--- src/rtl/dmac_pkg.sv ---
// Shared constants and types for the DMA channel control block
package dmac_pkg;
  localparam int NCH = 4;
  localparam logic [7:0] CHANNEL_CONTROL_BASE_OFF = 8'h00;
  localparam logic [7:0] DMA_OPERATION_OFF = 8'h10;
  localparam logic [7:0] REQMODE_OFF = 8'h14;
  localparam logic [7:0] COUNT_BASE_OFF = 8'h20;
  localparam int CC_CE = 0;
  localparam int CC_TE = 1;
  localparam int CC_IE = 2;
  localparam int CC_US = 3;
  localparam int CC_BM = 4;
  localparam int CC_RS = 5;
  localparam int CC_AP = 6;
  localparam int CC_AK = 7;
  localparam int DO_ME = 0;
  localparam int DO_NMI = 1;
  localparam int DO_AE = 2;
  localparam int DO_PR = 8;
  localparam int RM_EXT = 4;
  localparam logic [15:0] DMA_OPERATION_RST = 16'h0000;
  localparam logic [7:0] CTL_RST = 8'h00;
  localparam logic [15:0] COUNT_RST = 16'h0000;
  localparam logic [15:0] COUNT_ONE = 16'h0001;
  // Priority orders, two bits per entry, entry 0 highest
  localparam logic [7:0] ORD_FIX0 = 8'h6C;
  localparam logic [7:0] ORD_FIX1 = 8'h2D;
  localparam logic [7:0] ORD_RR_RST = 8'h6C;
  localparam logic [7:0] ORD_PIN_RST = 8'h1B;
  localparam logic PIN_IDLE = 1'b1;
  typedef enum logic [1:0] {DMAC_PR_FIX0, DMAC_PR_FIX1, DMAC_PR_RR, DMAC_PR_PINRR} dmac_prio_e;
  typedef enum logic [1:0] {DMAC_IDLE, DMAC_RD, DMAC_WR} dmac_state_e;
  typedef struct packed {
    logic [NCH-1:0][7:0] ctl;
    logic [NCH-1:0][15:0] cnt;
    dmac_prio_e prio;
    logic me;
    logic nonmaskable_abort_flag;
    logic aef;
    logic [3:0] auto_m;
    logic [1:0] ext_m;
    logic [3:0] te_arm;
    logic nmi_arm;
    logic ae_arm;
    dmac_state_e st;
    logic [1:0] ch;
    logic [1:0] ack;
  } dmac_main_s;
  localparam dmac_main_s MAIN_RST = '{ctl: '0, cnt: '0, prio: DMAC_PR_FIX0, st: DMAC_IDLE, default: '0};
  typedef struct packed {
    logic [7:0] rr_ord;
    logic [7:0] pin_ord;
  } dmac_arb_s;
  localparam dmac_arb_s ARB_RST = '{rr_ord: ORD_RR_RST, pin_ord: ORD_PIN_RST};
  typedef struct packed {
    logic s1;
    logic s2;
    logic s3;
    logic pend;
  } dmac_det_s;
  localparam dmac_det_s DET_RST = '{s1: PIN_IDLE, s2: PIN_IDLE, s3: PIN_IDLE, pend: 1'b0};
endpackage : dmac_pkg

--- src/rtl/dmac_chan_ctrl.sv ---
// Four-channel DMA control, operation register and transfer sequencing
//
// The placing of the registers and the APB slave port were left to the implementer.
module dmac_chan_ctrl (
  input wire logic pclk,
  input wire logic presetn,
  input wire logic psel,
  input wire logic penable,
  input wire logic pwrite,
  input wire logic [7:0] paddr,
  input wire logic [31:0] pwdata,
  output logic [31:0] prdata,
  output logic pready,
  output logic pslverr,
  input wire logic standby,
  input wire logic nmi_event,
  input wire logic addr_error_event,
  input wire logic [3:0] module_req,
  input wire logic [1:0] transfer_request_in_n,
  output logic [1:0] transfer_ack_out,
  output logic [3:0] transfer_end_irq,
  output logic xfer_active,
  output logic [1:0] xfer_chan,
  output logic xfer_write_cycle,
  output logic xfer_word,
  output logic xfer_burst
);
  import dmac_pkg::*;

  dmac_main_s main_r;
  dmac_main_s main_nxt;
  logic acc;
  logic rd;
  logic wr;
  logic aligned;
  logic is_cc;
  logic is_cnt;
  logic is_dor;
  logic is_rm;
  logic unmapped;
  logic [1:0] idx;
  logic [3:0] en;
  logic [3:0] req;
  logic [3:0] elig;
  logic [1:0] consume;
  logic [1:0] ext_req;
  logic gv;
  logic [1:0] gch;
  logic start;
  logic abort;

  // Channel may run: enabled, master on, no blocking flag
  function automatic logic dmac_chan_ok(input dmac_main_s s, input logic [1:0] c);
    return s.ctl[c][CC_CE] & s.me & ~s.ctl[c][CC_TE] & ~s.aef & ~s.nonmaskable_abort_flag;
  endfunction : dmac_chan_ok

  assign acc = psel & penable;
  assign rd = acc & ~pwrite;
  assign wr = acc & pwrite;
  assign idx = paddr[3:2];
  assign aligned = paddr[1:0] == 2'b00;
  assign is_cc = aligned & (paddr[7:4] == CHANNEL_CONTROL_BASE_OFF[7:4]);
  assign is_cnt = aligned & (paddr[7:4] == COUNT_BASE_OFF[7:4]);
  assign is_dor = paddr == DMA_OPERATION_OFF;
  assign is_rm = paddr == REQMODE_OFF;
  assign unmapped = ~(is_cc | is_cnt | is_dor | is_rm);
  assign pready = 1'b1;
  assign pslverr = acc & unmapped;

  always_comb begin
    prdata = 32'h0000_0000;
    if (is_cc) begin
      prdata[7:0] = main_r.ctl[idx];
    end else if (is_cnt) begin
      prdata[15:0] = main_r.cnt[idx];
    end else if (is_dor) begin
      // Other bits stay zero
      prdata[DO_PR+:2] = main_r.prio;
      prdata[DO_AE] = main_r.aef;
      prdata[DO_NMI] = main_r.nonmaskable_abort_flag;
      prdata[DO_ME] = main_r.me;
    end else if (is_rm) begin
      prdata[3:0] = main_r.auto_m;
      prdata[RM_EXT+:2] = main_r.ext_m;
    end
  end

  for (genvar g = 0; g < NCH; g++) begin : g_ch
    assign en[g] = dmac_chan_ok(main_r, 2'(g));
    if (g < 2) begin : g_ext
      dmac_req_det u_det (
        .pclk(pclk),
        .presetn(presetn),
        .standby(standby),
        .req_pin_n(transfer_request_in_n[g]),
        .sense_edge(main_r.ctl[g][CC_RS]),
        .consume(consume[g]),
        .req_out(ext_req[g])
      );
      assign consume[g] = start & (gch == 2'(g));
      assign req[g] = main_r.auto_m[g] | (main_r.ext_m[g] ? ext_req[g] : module_req[g]);
    end else begin : g_int
      assign req[g] = main_r.auto_m[g] | module_req[g];
    end
    assign transfer_end_irq[g] = main_r.ctl[g][CC_TE] & main_r.ctl[g][CC_IE];
  end

  assign elig = en & req;

  dmac_arb u_arb (
    .pclk(pclk),
    .presetn(presetn),
    .standby(standby),
    .prio_mode(main_r.prio),
    .req(elig),
    .served(start),
    .served_ch(gch),
    .grant_valid(gv),
    .grant_ch(gch)
  );

  assign start = (main_r.st == DMAC_IDLE) & gv & ~standby;
  assign abort = ~en[main_r.ch] | nmi_event | addr_error_event;

  always_comb begin
    main_nxt = main_r;
    if (wr && is_cc) begin
      main_nxt.ctl[idx][CC_CE] = pwdata[CC_CE];
      main_nxt.ctl[idx][CC_IE] = pwdata[CC_IE];
      main_nxt.ctl[idx][CC_US] = pwdata[CC_US];
      main_nxt.ctl[idx][CC_BM] = pwdata[CC_BM];
      if (idx < 2'd2) begin
        main_nxt.ctl[idx][CC_RS] = pwdata[CC_RS];
        main_nxt.ctl[idx][CC_AP] = pwdata[CC_AP];
        main_nxt.ctl[idx][CC_AK] = pwdata[CC_AK];
      end
      if (!pwdata[CC_TE] && main_r.te_arm[idx]) begin
        main_nxt.ctl[idx][CC_TE] = 1'b0;
        main_nxt.te_arm[idx] = 1'b0;
      end
    end
    if (rd && is_cc && main_r.ctl[idx][CC_TE]) begin
      main_nxt.te_arm[idx] = 1'b1;
    end
    if (wr && is_dor) begin
      main_nxt.prio = dmac_prio_e'(pwdata[DO_PR+:2]);
      main_nxt.me = pwdata[DO_ME];
      if (!pwdata[DO_AE] && main_r.ae_arm) begin
        main_nxt.aef = 1'b0;
        main_nxt.ae_arm = 1'b0;
      end
      if (!pwdata[DO_NMI] && main_r.nmi_arm) begin
        main_nxt.nonmaskable_abort_flag = 1'b0;
        main_nxt.nmi_arm = 1'b0;
      end
    end
    if (rd && is_dor) begin
      if (main_r.aef) begin
        main_nxt.ae_arm = 1'b1;
      end
      if (main_r.nonmaskable_abort_flag) begin
        main_nxt.nmi_arm = 1'b1;
      end
    end
    if (wr && is_cnt) begin
      main_nxt.cnt[idx] = pwdata[15:0];
    end
    if (wr && is_rm) begin
      main_nxt.auto_m = pwdata[3:0];
      main_nxt.ext_m = pwdata[RM_EXT+:2];
    end
    // Hardware sets win over software clears
    if (nmi_event) begin
      main_nxt.nonmaskable_abort_flag = 1'b1;
    end
    if (addr_error_event) begin
      main_nxt.aef = 1'b1;
    end
    unique case (main_r.st)
      DMAC_IDLE: begin
        if (start) begin
          main_nxt.st = DMAC_RD;
          main_nxt.ch = gch;
        end
      end
      DMAC_RD: begin
        if (abort) begin
          main_nxt.st = DMAC_IDLE;
        end else begin
          main_nxt.st = DMAC_WR;
        end
      end
      DMAC_WR: begin
        if (abort) begin
          main_nxt.st = DMAC_IDLE;
        end else begin
          main_nxt.cnt[main_r.ch] = main_r.cnt[main_r.ch] - COUNT_ONE;
          if (main_r.cnt[main_r.ch] == COUNT_ONE) begin
            main_nxt.ctl[main_r.ch][CC_TE] = 1'b1;
            main_nxt.st = DMAC_IDLE;
          end else if (main_r.ctl[main_r.ch][CC_BM]) begin
            main_nxt.st = DMAC_RD;
          end else begin
            main_nxt.st = DMAC_IDLE;
          end
        end
      end
      default: begin
        main_nxt.st = DMAC_IDLE;
      end
    endcase
    if (standby) begin
      main_nxt = MAIN_RST;
    end
    // Acknowledge in read or write cycle of an external-request unit
    for (int c = 0; c < 2; c++) begin
      main_nxt.ack[c] = main_nxt.ctl[c][CC_AP] ^
        (main_nxt.st != DMAC_IDLE && main_nxt.ch == 2'(c) && main_nxt.ext_m[c] &&
         ((main_nxt.st == DMAC_WR) == main_nxt.ctl[c][CC_AK]));
    end
  end

  always_ff @(posedge pclk or negedge presetn) begin
    if (!presetn) begin
      main_r <= MAIN_RST;
    end else begin
      main_r <= main_nxt;
    end
  end

  assign transfer_ack_out = main_r.ack;
  assign xfer_active = main_r.st != DMAC_IDLE;
  assign xfer_chan = main_r.ch;
  assign xfer_write_cycle = main_r.st == DMAC_WR;
  assign xfer_word = main_r.ctl[main_r.ch][CC_US];
  assign xfer_burst = main_r.ctl[main_r.ch][CC_BM];

  logic [15:0] cnt_ch;
  logic te_ch;
  logic start_ok;
  logic te_hold;
  assign cnt_ch = main_r.cnt[main_r.ch];
  assign te_ch = main_r.ctl[main_r.ch][CC_TE];
  assign start_ok = start & en[gch] & req[gch];
  assign te_hold = wr & is_cc & ~pwdata[CC_TE] & ~main_r.te_arm[idx] & main_r.ctl[idx][CC_TE];
endmodule : dmac_chan_ctrl

--- src/rtl/dmac_req_det.sv ---
// Request pin synchroniser with low-level or falling-edge detection
module dmac_req_det (
  input wire logic pclk,
  input wire logic presetn,
  input wire logic standby,
  input wire logic req_pin_n,
  input wire logic sense_edge,
  input wire logic consume,
  output logic req_out
);
  import dmac_pkg::*;
  dmac_det_s det_r;
  dmac_det_s det_nxt;

  always_comb begin
    det_nxt = det_r;
    det_nxt.s1 = req_pin_n;
    det_nxt.s2 = det_r.s1;
    det_nxt.s3 = det_r.s2;
    // Set wins over consume
    det_nxt.pend = (det_r.pend & ~consume) | (sense_edge & det_r.s3 & ~det_r.s2);
    if (standby) begin
      det_nxt.pend = 1'b0;
    end
  end

  always_ff @(posedge pclk or negedge presetn) begin
    if (!presetn) begin
      det_r <= DET_RST;
    end else begin
      det_r <= det_nxt;
    end
  end

  assign req_out = sense_edge ? det_r.pend : ~det_r.s2;
endmodule : dmac_req_det

--- src/rtl/dmac_arb.sv ---
// Channel arbiter with fixed and rotating priority orders
module dmac_arb (
  input wire logic pclk,
  input wire logic presetn,
  input wire logic standby,
  input wire logic [1:0] prio_mode,
  input wire logic [3:0] req,
  input wire logic served,
  input wire logic [1:0] served_ch,
  output logic grant_valid,
  output logic [1:0] grant_ch
);
  import dmac_pkg::*;
  dmac_arb_s arb_r;
  dmac_arb_s arb_nxt;
  logic [7:0] order;

  // Served channel goes last, the rest keep their order
  function automatic logic [7:0] dmac_rotate(input logic [7:0] ord, input logic [1:0] ch);
    logic [7:0] o;
    int k;
    o = 8'h00;
    k = 0;
    for (int i = 0; i < 4; i++) begin
      if (ord[2*i+:2] != ch) begin
        o[2*k+:2] = ord[2*i+:2];
        k++;
      end
    end
    o[7:6] = ch;
    return o;
  endfunction : dmac_rotate

  always_comb begin
    order = ORD_FIX0;
    unique case (prio_mode)
      DMAC_PR_FIX0: order = ORD_FIX0;
      DMAC_PR_FIX1: order = ORD_FIX1;
      DMAC_PR_RR: order = arb_r.rr_ord;
      DMAC_PR_PINRR: order = arb_r.pin_ord;
    endcase
  end

  always_comb begin
    grant_valid = |req;
    grant_ch = order[1:0];
    for (int i = 3; i >= 0; i--) begin
      if (req[order[2*i+:2]]) begin
        grant_ch = order[2*i+:2];
      end
    end
  end

  always_comb begin
    arb_nxt = arb_r;
    if (served && prio_mode == DMAC_PR_RR) begin
      arb_nxt.rr_ord = dmac_rotate(arb_r.rr_ord, served_ch);
    end
    if (served && prio_mode == DMAC_PR_PINRR) begin
      arb_nxt.pin_ord = dmac_rotate(arb_r.pin_ord, served_ch);
    end
    if (standby) begin
      arb_nxt = ARB_RST;
    end
  end

  always_ff @(posedge pclk or negedge presetn) begin
    if (!presetn) begin
      arb_r <= ARB_RST;
    end else begin
      arb_r <= arb_nxt;
    end
  end
endmodule : dmac_arb

--- config.mk ---
export PLATFORM = sky130hd
export DESIGN_NAME = dmac_chan_ctrl
export DESIGN_NICKNAME = d
export VERILOG_FILES = /design/src/rtl/dmac_pkg.sv /design/src/rtl/dmac_chan_ctrl.sv /design/src/rtl/dmac_req_det.sv /design/src/rtl/dmac_arb.sv
export SDC_FILE = /design/constraint.sdc
export NUM_CORES = 1
export LEC_CHECK = 0
export BUFFER_PORTS_ARGS = -buffer_cell sky130_fd_sc_hd__buf_2
export CAP_MARGIN = 15
export CORE_MARGIN = 4
export CORE_UTILIZATION = 25
export CTS_BUF_LIST = sky130_fd_sc_hd__clkbuf_8
export DETAILED_ROUTE_END_ITERATION = 16
export PLACE_DENSITY = 0.48
export SYNTH_ARGS = -nofsm -noshare
export SYNTH_HDL_FRONTEND = slang
export SYNTH_HIERARCHICAL = 1
export SYNTH_SLANG_ARGS = --single-unit
--- constraint.sdc ---
create_clock -name pclk -period 7 [get_ports pclk]
set_clock_uncertainty 0.05 [all_clocks]
set_input_delay 0.35 -clock pclk [delete_from_list [all_inputs] [get_ports pclk]]
set_output_delay 0.35 -clock pclk [all_outputs]
set_load 0.01 [all_outputs]
==> flow_metrics.py, run 1 <==
metrics = {
    "drt": {
        "first_pass_iters": 5,
        "drt.antenna.violating_nets": 0,
        "wirelength_um": 32600,
        "vias_per_cell": 5.203,
        "route.vias.total": 8413,
        "remaining_drc_errors": 0,
        "drt_iter0_drc": 634,
        "wire_per_inst_um": 20.16,
    },
    "power_and_ir_drop": {
        "power.switching_uw": 444.8,
        "clkPwrFrac_pct": 40.4,
        "switching_share_pct": 28.49,
        "p_int_uw": 1117,
        "p_per_area_nw_per_um2": 139.6,
        "power_frac_seq_pct": 53.3,
        "p_leak_uw": 0.004553,
        "combPwrFrac_pct": 6.4,
        "vdd_ir_drop_max_uv": 93.27,
    },
    "setup_path": {
        "cp-start-kind": "flop",
        "worst_setup_path_end_kind": "flop",
        "r2r_slack_ns": 0.96,
        "worst-path-max-fanout": 12,
        "cp.required_ns": 7.25,
        "critical_path_class": "reg -> reg",
        "crit_arrival_ns": 6.29,
    },
    "sta": {
        "rsz0062_at_grt": "no",
        "fin_tns_setup_ns": 0,
        "max_slew_margin_pct": 40.52,
        "tightest_slew_ns": 0.8922,
        "hold_violations": 0,
        "fmax_ghz": 0.1656,
        "period_share_pct": 86.25,
        "slew_viol_final": 0,
        "fin_crit_ns": 6.037,
        "setup_viol": 0,
    },
    "floorplan": {
        "coreArea_um2": 39730,
        "pin_count": 100,
        "die_w_um": 208.6,
        "die_y_um": 208.6,
        "initial_core_util_pct": 25.31,
        "row_count": 73,
        "dieArea_um2": 43500,
    },
    "layout": {
        "area_growth_pct": 11.21,
        "drive_above_1_share_pct": 21.89,
        "num_antenna_cells": 0,
        "fin_cells": 1617,
        "final_net_count": 1149,
    },
    "clock_tree": {
        "cts.htree.levels": 4,
        "cts_resized": 0,
        "cts_buffers": 17,
        "cts_root_buf": "clkbuf_8",
        "clkSinkCount": 143,
        "cts_tree": "built",
        "clk_path_buf_depth": 2,
        "clock_latency_ns": 0.47,
        "clk_pin_slew_worst_paths_ns": 0.08,
    },
    "global_route": {
        "overflow": 0,
        "grt_pass1_vias": 8249,
        "track_usage_pct": 14.68,
        "grt_pass1_wl_um": 50550,
        "antenna_found_initial": 3,
        "grt_max_degree": 80,
    },
    "yosys": {
        "synth_top_area_share_pct": 32.10,
        "synth_flop_cell": "dfrtp_1",
        "yosysTopAreaCell": "dfrtp_1",
        "ys_top_cells_by_count": "129 x dfrtp_1, 108 x nand2_1, 95 x a211oi_1",
        "synthMuxAreaShare_pct": 15.06,
        "synthesis.area_um2": 10060,
        "synth_fa_ha_area_share_pct": 2.140,
        "synth_most_common_cell": "dfrtp_1",
        "seq_area_frac_synth_pct": 35.76,
        "ys_ff_latch": 143,
        "ys_warn_count": 6,
        "synthTopCellsByArea": "dfrtp_1 32%, mux4_2 9.6%, a211oi_1 7.1%",
        "synth-xor-area-share_pct": 3.061,
        "async_reset_ff_share_pct": 100.0,
        "synth-compound-area-share_pct": 17.00,
        "syn_inst": 1054,
        "synth.avg_cell_area_um2": 9.541,
        "synth_top_family_by_area": "simple AND/OR/NAND/NOR gates",
        "synth-simple-area-share_pct": 20.72,
        "synth_edf_count": 0,
        "yosys.cell_types.count": 82,
    },
    "outcome": {
        "run_status": "finished, final reports clean",
    },
    "place": {
        "placed_cells": 1582,
        "gp_congestion": 0.8618,
        "numPortBuffers": 66,
        "hpwl_um": 22180,
    },
    "flow_run": {
        "drv_cap": 0,
    },
    "worst_hold_path": {
        "hp-class": "in -> reg",
    },
}
## metal layers
layer / vias to the layer above / global-route usage (%) / share of wire [%]
met3: 26 / 2.699 / 4.6
met4: 2 / 2.835 / 1.1
met2: 223 / 24.80 / 50
li1: 3917 / - / -
met1: 4245 / 19.89 / 45
met5: - / 0 / 0.052
## kinds of logic after synthesis
family,after synthesis
AO/OA/AOI/OAI,249
XOR/XNOR,30
adder cells (fa/ha/maj),16
buffers and inverters,128
flip-flops,143
multiplexers,95
other,2
AND/OR/NAND/NOR,391
## per-stage QoR
step | power, uW | cell area (um2) | setup slack, ns | util [%] | hold slack (ns)
finish | 1562 | 11180 | 0.9628 | 28.15 | 0.1003
global placement | 948.4 | 10800 | 1.139 | 27.18 | 0.2992
CTS | 1580 | 11180 | 1.001 | 28.15 | 0.08173
detailed placement | 947.6 | 10800 | 1.041 | 27.18 | 0.2987
global route | 1626 | 11180 | 0.5191 | 28.15 | 0.08683
floorplan | 898.4 | 10110 | 1.554 | - | 0.004409
## path summary, 6_finish.rpt
path                                                     startpoint                                       end  cells past startpoint
setup / recovery                             main_r[18]$_DFFE_PN0P_                u_arb/arb_r[8]$_DFFE_PN0P_                     19
max in group asynchronous                                   presetn                    xfer_chan[0]$_DFF_PN0_                      3
hold reg to reg            g_ch[0].g_ext.u_det/det_nxt[2]$_DFF_PN1_  g_ch[0].g_ext.u_det/det_nxt[1]$_DFF_PN1_                      0
hold / removal                                            nmi_event                    main_r[19]$_DFFE_PN0P_                      3
min in group asynchronous                                   presetn                      main_r[58]$_DFF_PN0_                      2
setup reg to reg                             main_r[18]$_DFFE_PN0P_                u_arb/arb_r[8]$_DFFE_PN0P_                     19
## flip-flops by register name, indices dropped and copies added, names as in the netlist
| name | flops |
|---|---|
| main_r | 115 |
| transfer_ack_out | 2 |
| g_ch.g_ext.u_det/det_nxt | 4 |
| g_ch.g_ext.u_det/det_r | 4 |
| xfer_chan | 2 |
| u_arb/arb_r | 16 |
## placed cells by master, fill, tap and decap left out, types with 6 or more instances in the layout
master,count
a211oi_1,95
a21oi_1,53
a22oi_1,6
a31o_2,7
a31oi_1,6
and2_1,8
and3_1,18
buf_2,64
buf_4,26
clkbuf_8,19
conb_1,17
dfrtp_1,128
dfstp_2,14
ha_1,14
inv_1,24
mux2_2,17
mux2i_1,31
mux4_2,43
nand2_1,108
nand2b_1,14
nand3_1,31
nand3b_1,7
nand4_1,7
nor2_1,64
nor2b_1,51
nor3_1,20
o211ai_1,8
o21ai_0,25
o22ai_1,7
or2_2,9
or4_1,11
xnor2_1,12
xor2_1,15
## critical path, cell delays in order, from the launching register on
cell and delay [ns]:
dfrtp_1 0.43, or3b_1 0.54, nor4b_1 0.39, buf_4 0.23
o22ai_1 0.10, nand2_1 0.07, o311ai_0 0.20, mux2i_1 0.28
mux2i_2 0.51, buf_4 0.32, xnor2_1 0.14, nand2_1 0.16
fa_1 0.61, inv_1 0.06, ha_1 0.19, ha_1 0.28
or4b_2 0.64, nor3_1 0.42, or4_1 0.20, a31oi_1 0.07
## cell type report
type,count,area (um2)
well taps,525,656.9
flip-flops and latches,143,3597
inverters,25,93.84
fillers,4209,28550
repair buffers,94,556.8
clock buffers,19,261.5
multi-input cells,798,5926
clock inverters,13,91.34
## power groups by stage
stage | clock [uW] | sequential (uW) | combinational [uW]
after floorplan | 0 | 847 | 51.2
after global placement | 0 | 848 | 101
after detailed placement | 0 | 848 | 100
after CTS | 647 | 832 | 101
after global routing | 684 | 832 | 110
final | 630 | 832 | 99.5
## what timing repair did
item | CTS | global route
endpoints found under the hold margin | 70 | 0
buffers inserted | 0 | 0
hold buffers | 3 | 0
Power figures use the tool's default switching activity.
==> run 2: changes to the inputs <==
--- a/config.mk
+++ b/config.mk
@@ -8,11 +8,10 @@
 export BUFFER_PORTS_ARGS = -buffer_cell sky130_fd_sc_hd__buf_2
 export CAP_MARGIN = 15
 export CORE_MARGIN = 4
-export CORE_UTILIZATION = 25
+export CORE_UTILIZATION = 34
 export CTS_BUF_LIST = sky130_fd_sc_hd__clkbuf_8
 export DETAILED_ROUTE_END_ITERATION = 16
-export PLACE_DENSITY = 0.48
+export PLACE_DENSITY = 0.59
 export SYNTH_ARGS = -nofsm -noshare
 export SYNTH_HDL_FRONTEND = slang
-export SYNTH_HIERARCHICAL = 1
 export SYNTH_SLANG_ARGS = --single-unit
==> run 2 against run 1 <==
  * Routed wire length fell by 6.5%
  * Critical path depth fell by 2
  * Sequential power barely moved
  * Synthesized area rose by 2.1%
  * Register-to-register slack barely moved
  * Clock power rose by 7.6%
  * Setup slack improved by 0.0072 ns
  * Final area barely moved
  * Die area fell by 24%
  * Critical endpoint is now u_arb.arb_r[1]$_DFFE_PN1P_
  * Largest cell class unchanged
==> flow_metrics.py, run 2 <==
metrics = {
    "outcome": {
        "run_status": "finished, final reports clean",
    },
    "clock_tree": {
        "cts.htree.levels": 4,
        "clk_pin_slew_worst_paths_ns": 0.09,
        "cts_root_buf": "clkbuf_8",
        "cts_tree": "built",
        "clk_path_buf_depth": 2,
        "cts_buffers": 17,
        "clkSinkCount": 143,
        "cts_setup_buffers": 0,
        "clock_latency_ns": 0.47,
    },
    "drt": {
        "drt.antenna.violating_nets": 0,
        "vias_per_cell": 5.772,
        "first_pass_iters": 6,
        "wirelength_um": 30470,
        "remaining_drc_errors": 0,
        "drt_iter0_drc": 727,
        "route.vias.total": 8606,
        "wire_per_inst_um": 20.43,
    },
    "setup_path": {
        "critPathMaxStageDelay_ns": 0.81,
        "critical_path_class": "reg -> reg",
        "cp.required_ns": 7.35,
        "crit_arrival_ns": 6.38,
        "worst-path-max-fanout": 17,
        "slowest_stage": "dfrtp_1",
        "worst_setup_path_end_kind": "flop",
        "crit_chain": "mux2i_1, nand2_1, a22oi_1, o21ai_1, or3b_4, o21ai_4, nor2_1, nor3_1, inv_1, fa_1, inv_1, ha_1, ha_1, or4b_2, a211o_1, and2_1, a31oi_1",
        "cp-start-kind": "flop",
    },
    "place": {
        "placed_area_um2": 10770,
        "hpwl_um": 20420,
        "numPortBuffers": 66,
        "pre_cts_slack_ns": 1.094,
        "gp_congestion": 0.8803,
    },
    "yosys": {
        "synth_flop_cell": "dfrtp_1",
        "synth_top_area_share_pct": 31.44,
        "async_reset_ff_share_pct": 100.0,
        "syn_inst": 1068,
        "yosysTopAreaCell": "dfrtp_1",
        "synth_most_common_cell": "dfrtp_1",
        "synth_edf_count": 0,
        "yosys.cell_types.count": 88,
        "ys_top_cells_by_count": "129 x dfrtp_1, 103 x nor2_1, 101 x a211oi_1",
        "synthesis.area_um2": 10270,
        "seq_area_frac_synth_pct": 35.02,
        "ys_warn_count": 0,
        "synth.avg_cell_area_um2": 9.614,
        "ys_ff_latch": 143,
        "synthTopCellsByArea": "dfrtp_1 31%, mux4_2 9.7%, a211oi_1 7.4%",
    },
    "global_route": {
        "antenna_found_initial": 1,
        "track_usage_pct": 18.04,
        "grt_pass1_vias": 8226,
        "overflow": 0,
        "grt_pass1_wl_um": 47510,
        "grt_max_degree": 95,
    },
    "floorplan": {
        "die_y_um": 181.8,
        "die_w_um": 181.8,
        "coreArea_um2": 29720,
        "row_count": 63,
        "pin_count": 100,
        "dieArea_um2": 33040,
        "initial_core_util_pct": 34.55,
    },
    "sta": {
        "tightest_slew_ns": 1.110,
        "setup_viol": 0,
        "fin_tns_setup_ns": 0,
        "max_slew_margin_pct": 25.99,
        "fin_ws_ns": 0.9700,
        "period_share_pct": 86.14,
        "hold_violations": 0,
        "fmax_ghz": 0.1658,
        "rsz0062_at_grt": "no",
        "fin_crit_ns": 6.030,
        "slew_viol_final": 0,
    },
    "layout": {
        "multiInputGateArea_um2": 6143,
        "largest_register_ffs": 115,
        "num_antenna_cells": 0,
        "reg.largest.list": "main_r: 115 flops, u_arb.arb_r: 16 flops",
        "drive_above_1_share_pct": 20.35,
        "area_growth_pct": 8.993,
        "seqCellArea_um2": 3596,
        "regMostFlops": "main_r",
        "fillerInstances": 2948,
        "fin_area_um2": 11190,
        "final_net_count": 1158,
        "final_util_pct": 37.66,
        "final_common_cell": "dfrtp_1",
        "final_cell_mix": "129 x dfrtp_1, 101 x a211oi_1, 99 x nor2_1, 77 x nand2_1, 64 x buf_2",
    },
    "power_and_ir_drop": {
        "totalPowerFinal_uw": 1603,
        "switching_share_pct": 28.55,
        "vdd_ir_drop_max_uv": 112.8,
        "p_leak_uw": 0.004678,
        "p_int_uw": 1146,
        "power.switching_uw": 457.8,
        "power_frac_seq_pct": 51.9,
        "clkPwrFrac_pct": 42.3,
        "p_per_area_nw_per_um2": 143.3,
        "combPwrFrac_pct": 5.8,
    },
    "worst_hold_path": {
        "hp-class": "in -> reg",
    },
    "flow_run": {
        "drv_cap": 0,
    },
}
[run 2: cell count changes in the layout (fill, tap and decap cells not counted), sizes merged, moves of 11 or more]
| cell | previous run | this run |
|---|---|---|
| nor2 | 70 | 105 |
| nand2 | 109 | 81 |
| mux2i | 32 | 51 |
| and3 | 18 | 3 |
| xnor2 | 12 | 25 |
| buf | 91 | 80 |
| or4 | 11 | 0 |
[run 2: path summary, 6_finish.rpt]
check	start	endpoint	cells after the start	slack, ns
setup / recovery	main_r[21]$_DFFE_PN0P_	u_arb.arb_r[1]$_DFFE_PN1P_	17	0.97
setup reg to reg	main_r[21]$_DFFE_PN0P_	u_arb.arb_r[1]$_DFFE_PN1P_	17	0.97
max in group asynchronous	presetn	u_arb.arb_r[15]$_DFFE_PN0P_	3	5.22
min in group asynchronous	presetn	main_r[68]$_DFF_PN0_	2	0.46
hold reg to reg	g_ch[0].g_ext.u_det.det_nxt[2]$_DFF_PN1_	g_ch[0].g_ext.u_det.det_nxt[1]$_DFF_PN1_	0	0.30
hold / removal	nmi_event	main_r[19]$_DFFE_PN0P_	3	0.10
[run 2: final cells by class]
type                            count  area share (%)
Multi-Input combinational cell    816           54.90
Sequential cell                   143           32.13
Tap cell                          390           4.360
Timing Repair Buffer               83           4.237
Clock buffer                       17           2.091
Clock inverter                     15           1.375
Inverter                           27          0.9056
[run 2: kinds of logic after synthesis]
logic type,after synthesis,synth area share (%)
and+or+nand+nor,360,17.99
adders and majority gates,16,2.096
other,2,0.07314
buffers and inverters,124,5.813
xor gates and xnor gates,33,3.217
muxes,111,16.45
DFF,143,35.02
AOI/OAI and AO/OA,279,19.34
[run 2: per-layer routing]
layer	part of all wire, %	GRT usage (%)	up-vias
met5	0.023	0	-
met4	2.1	5.524	2
met3	5.8	3.145	50
met2	48	29.43	340
met1	44	24.58	4253
li1	-	-	3961
[run 2: critical path: cells and delay by family, from the launching register on]
| family | cells | cell delay [ns] |
|---|---|---|
| adder cells (fa/ha/maj) | 3 | 1.05 |
| flip-flops | 1 | 0.81 |
| AND/OR/NAND/NOR | 6 | 1.91 |
| multiplexers | 1 | 0.43 |
| AO/OA/AOI/OAI | 5 | 1.49 |
| buffers and inverters | 2 | 0.24 |
[run 2: timing repair]
action	in CTS	in global routing
hold endpoints to repair	85	0
hold buffers	3	0
gates resized for setup	0	0
[run 2: per-stage QoR]
| stage | instances | hold slack, ns |
|---|---|---|
| after global placement | 1456 | 0.2973 |
| after floorplan | 1083 | 0.004409 |
| final | 1491 | 0.1011 |
| after CTS | 1491 | 0.08602 |
| after global routing | 1491 | 0.1086 |
| after detailed placement | 1456 | 0.2975 |
[run 2: power by group through the flow]
stage | clock network [uW] | registers (uW) | logic [uW]
4_1_cts | 695 | 832 | 94.0
3_3_place_gp | 0 | 848 | 92.8
6_report | 678 | 832 | 93.3
3_5_place_dp | 0 | 848 | 92.7
2_1_floorplan | 0 | 847 | 50.3
5_1_grt | 731 | 832 | 102
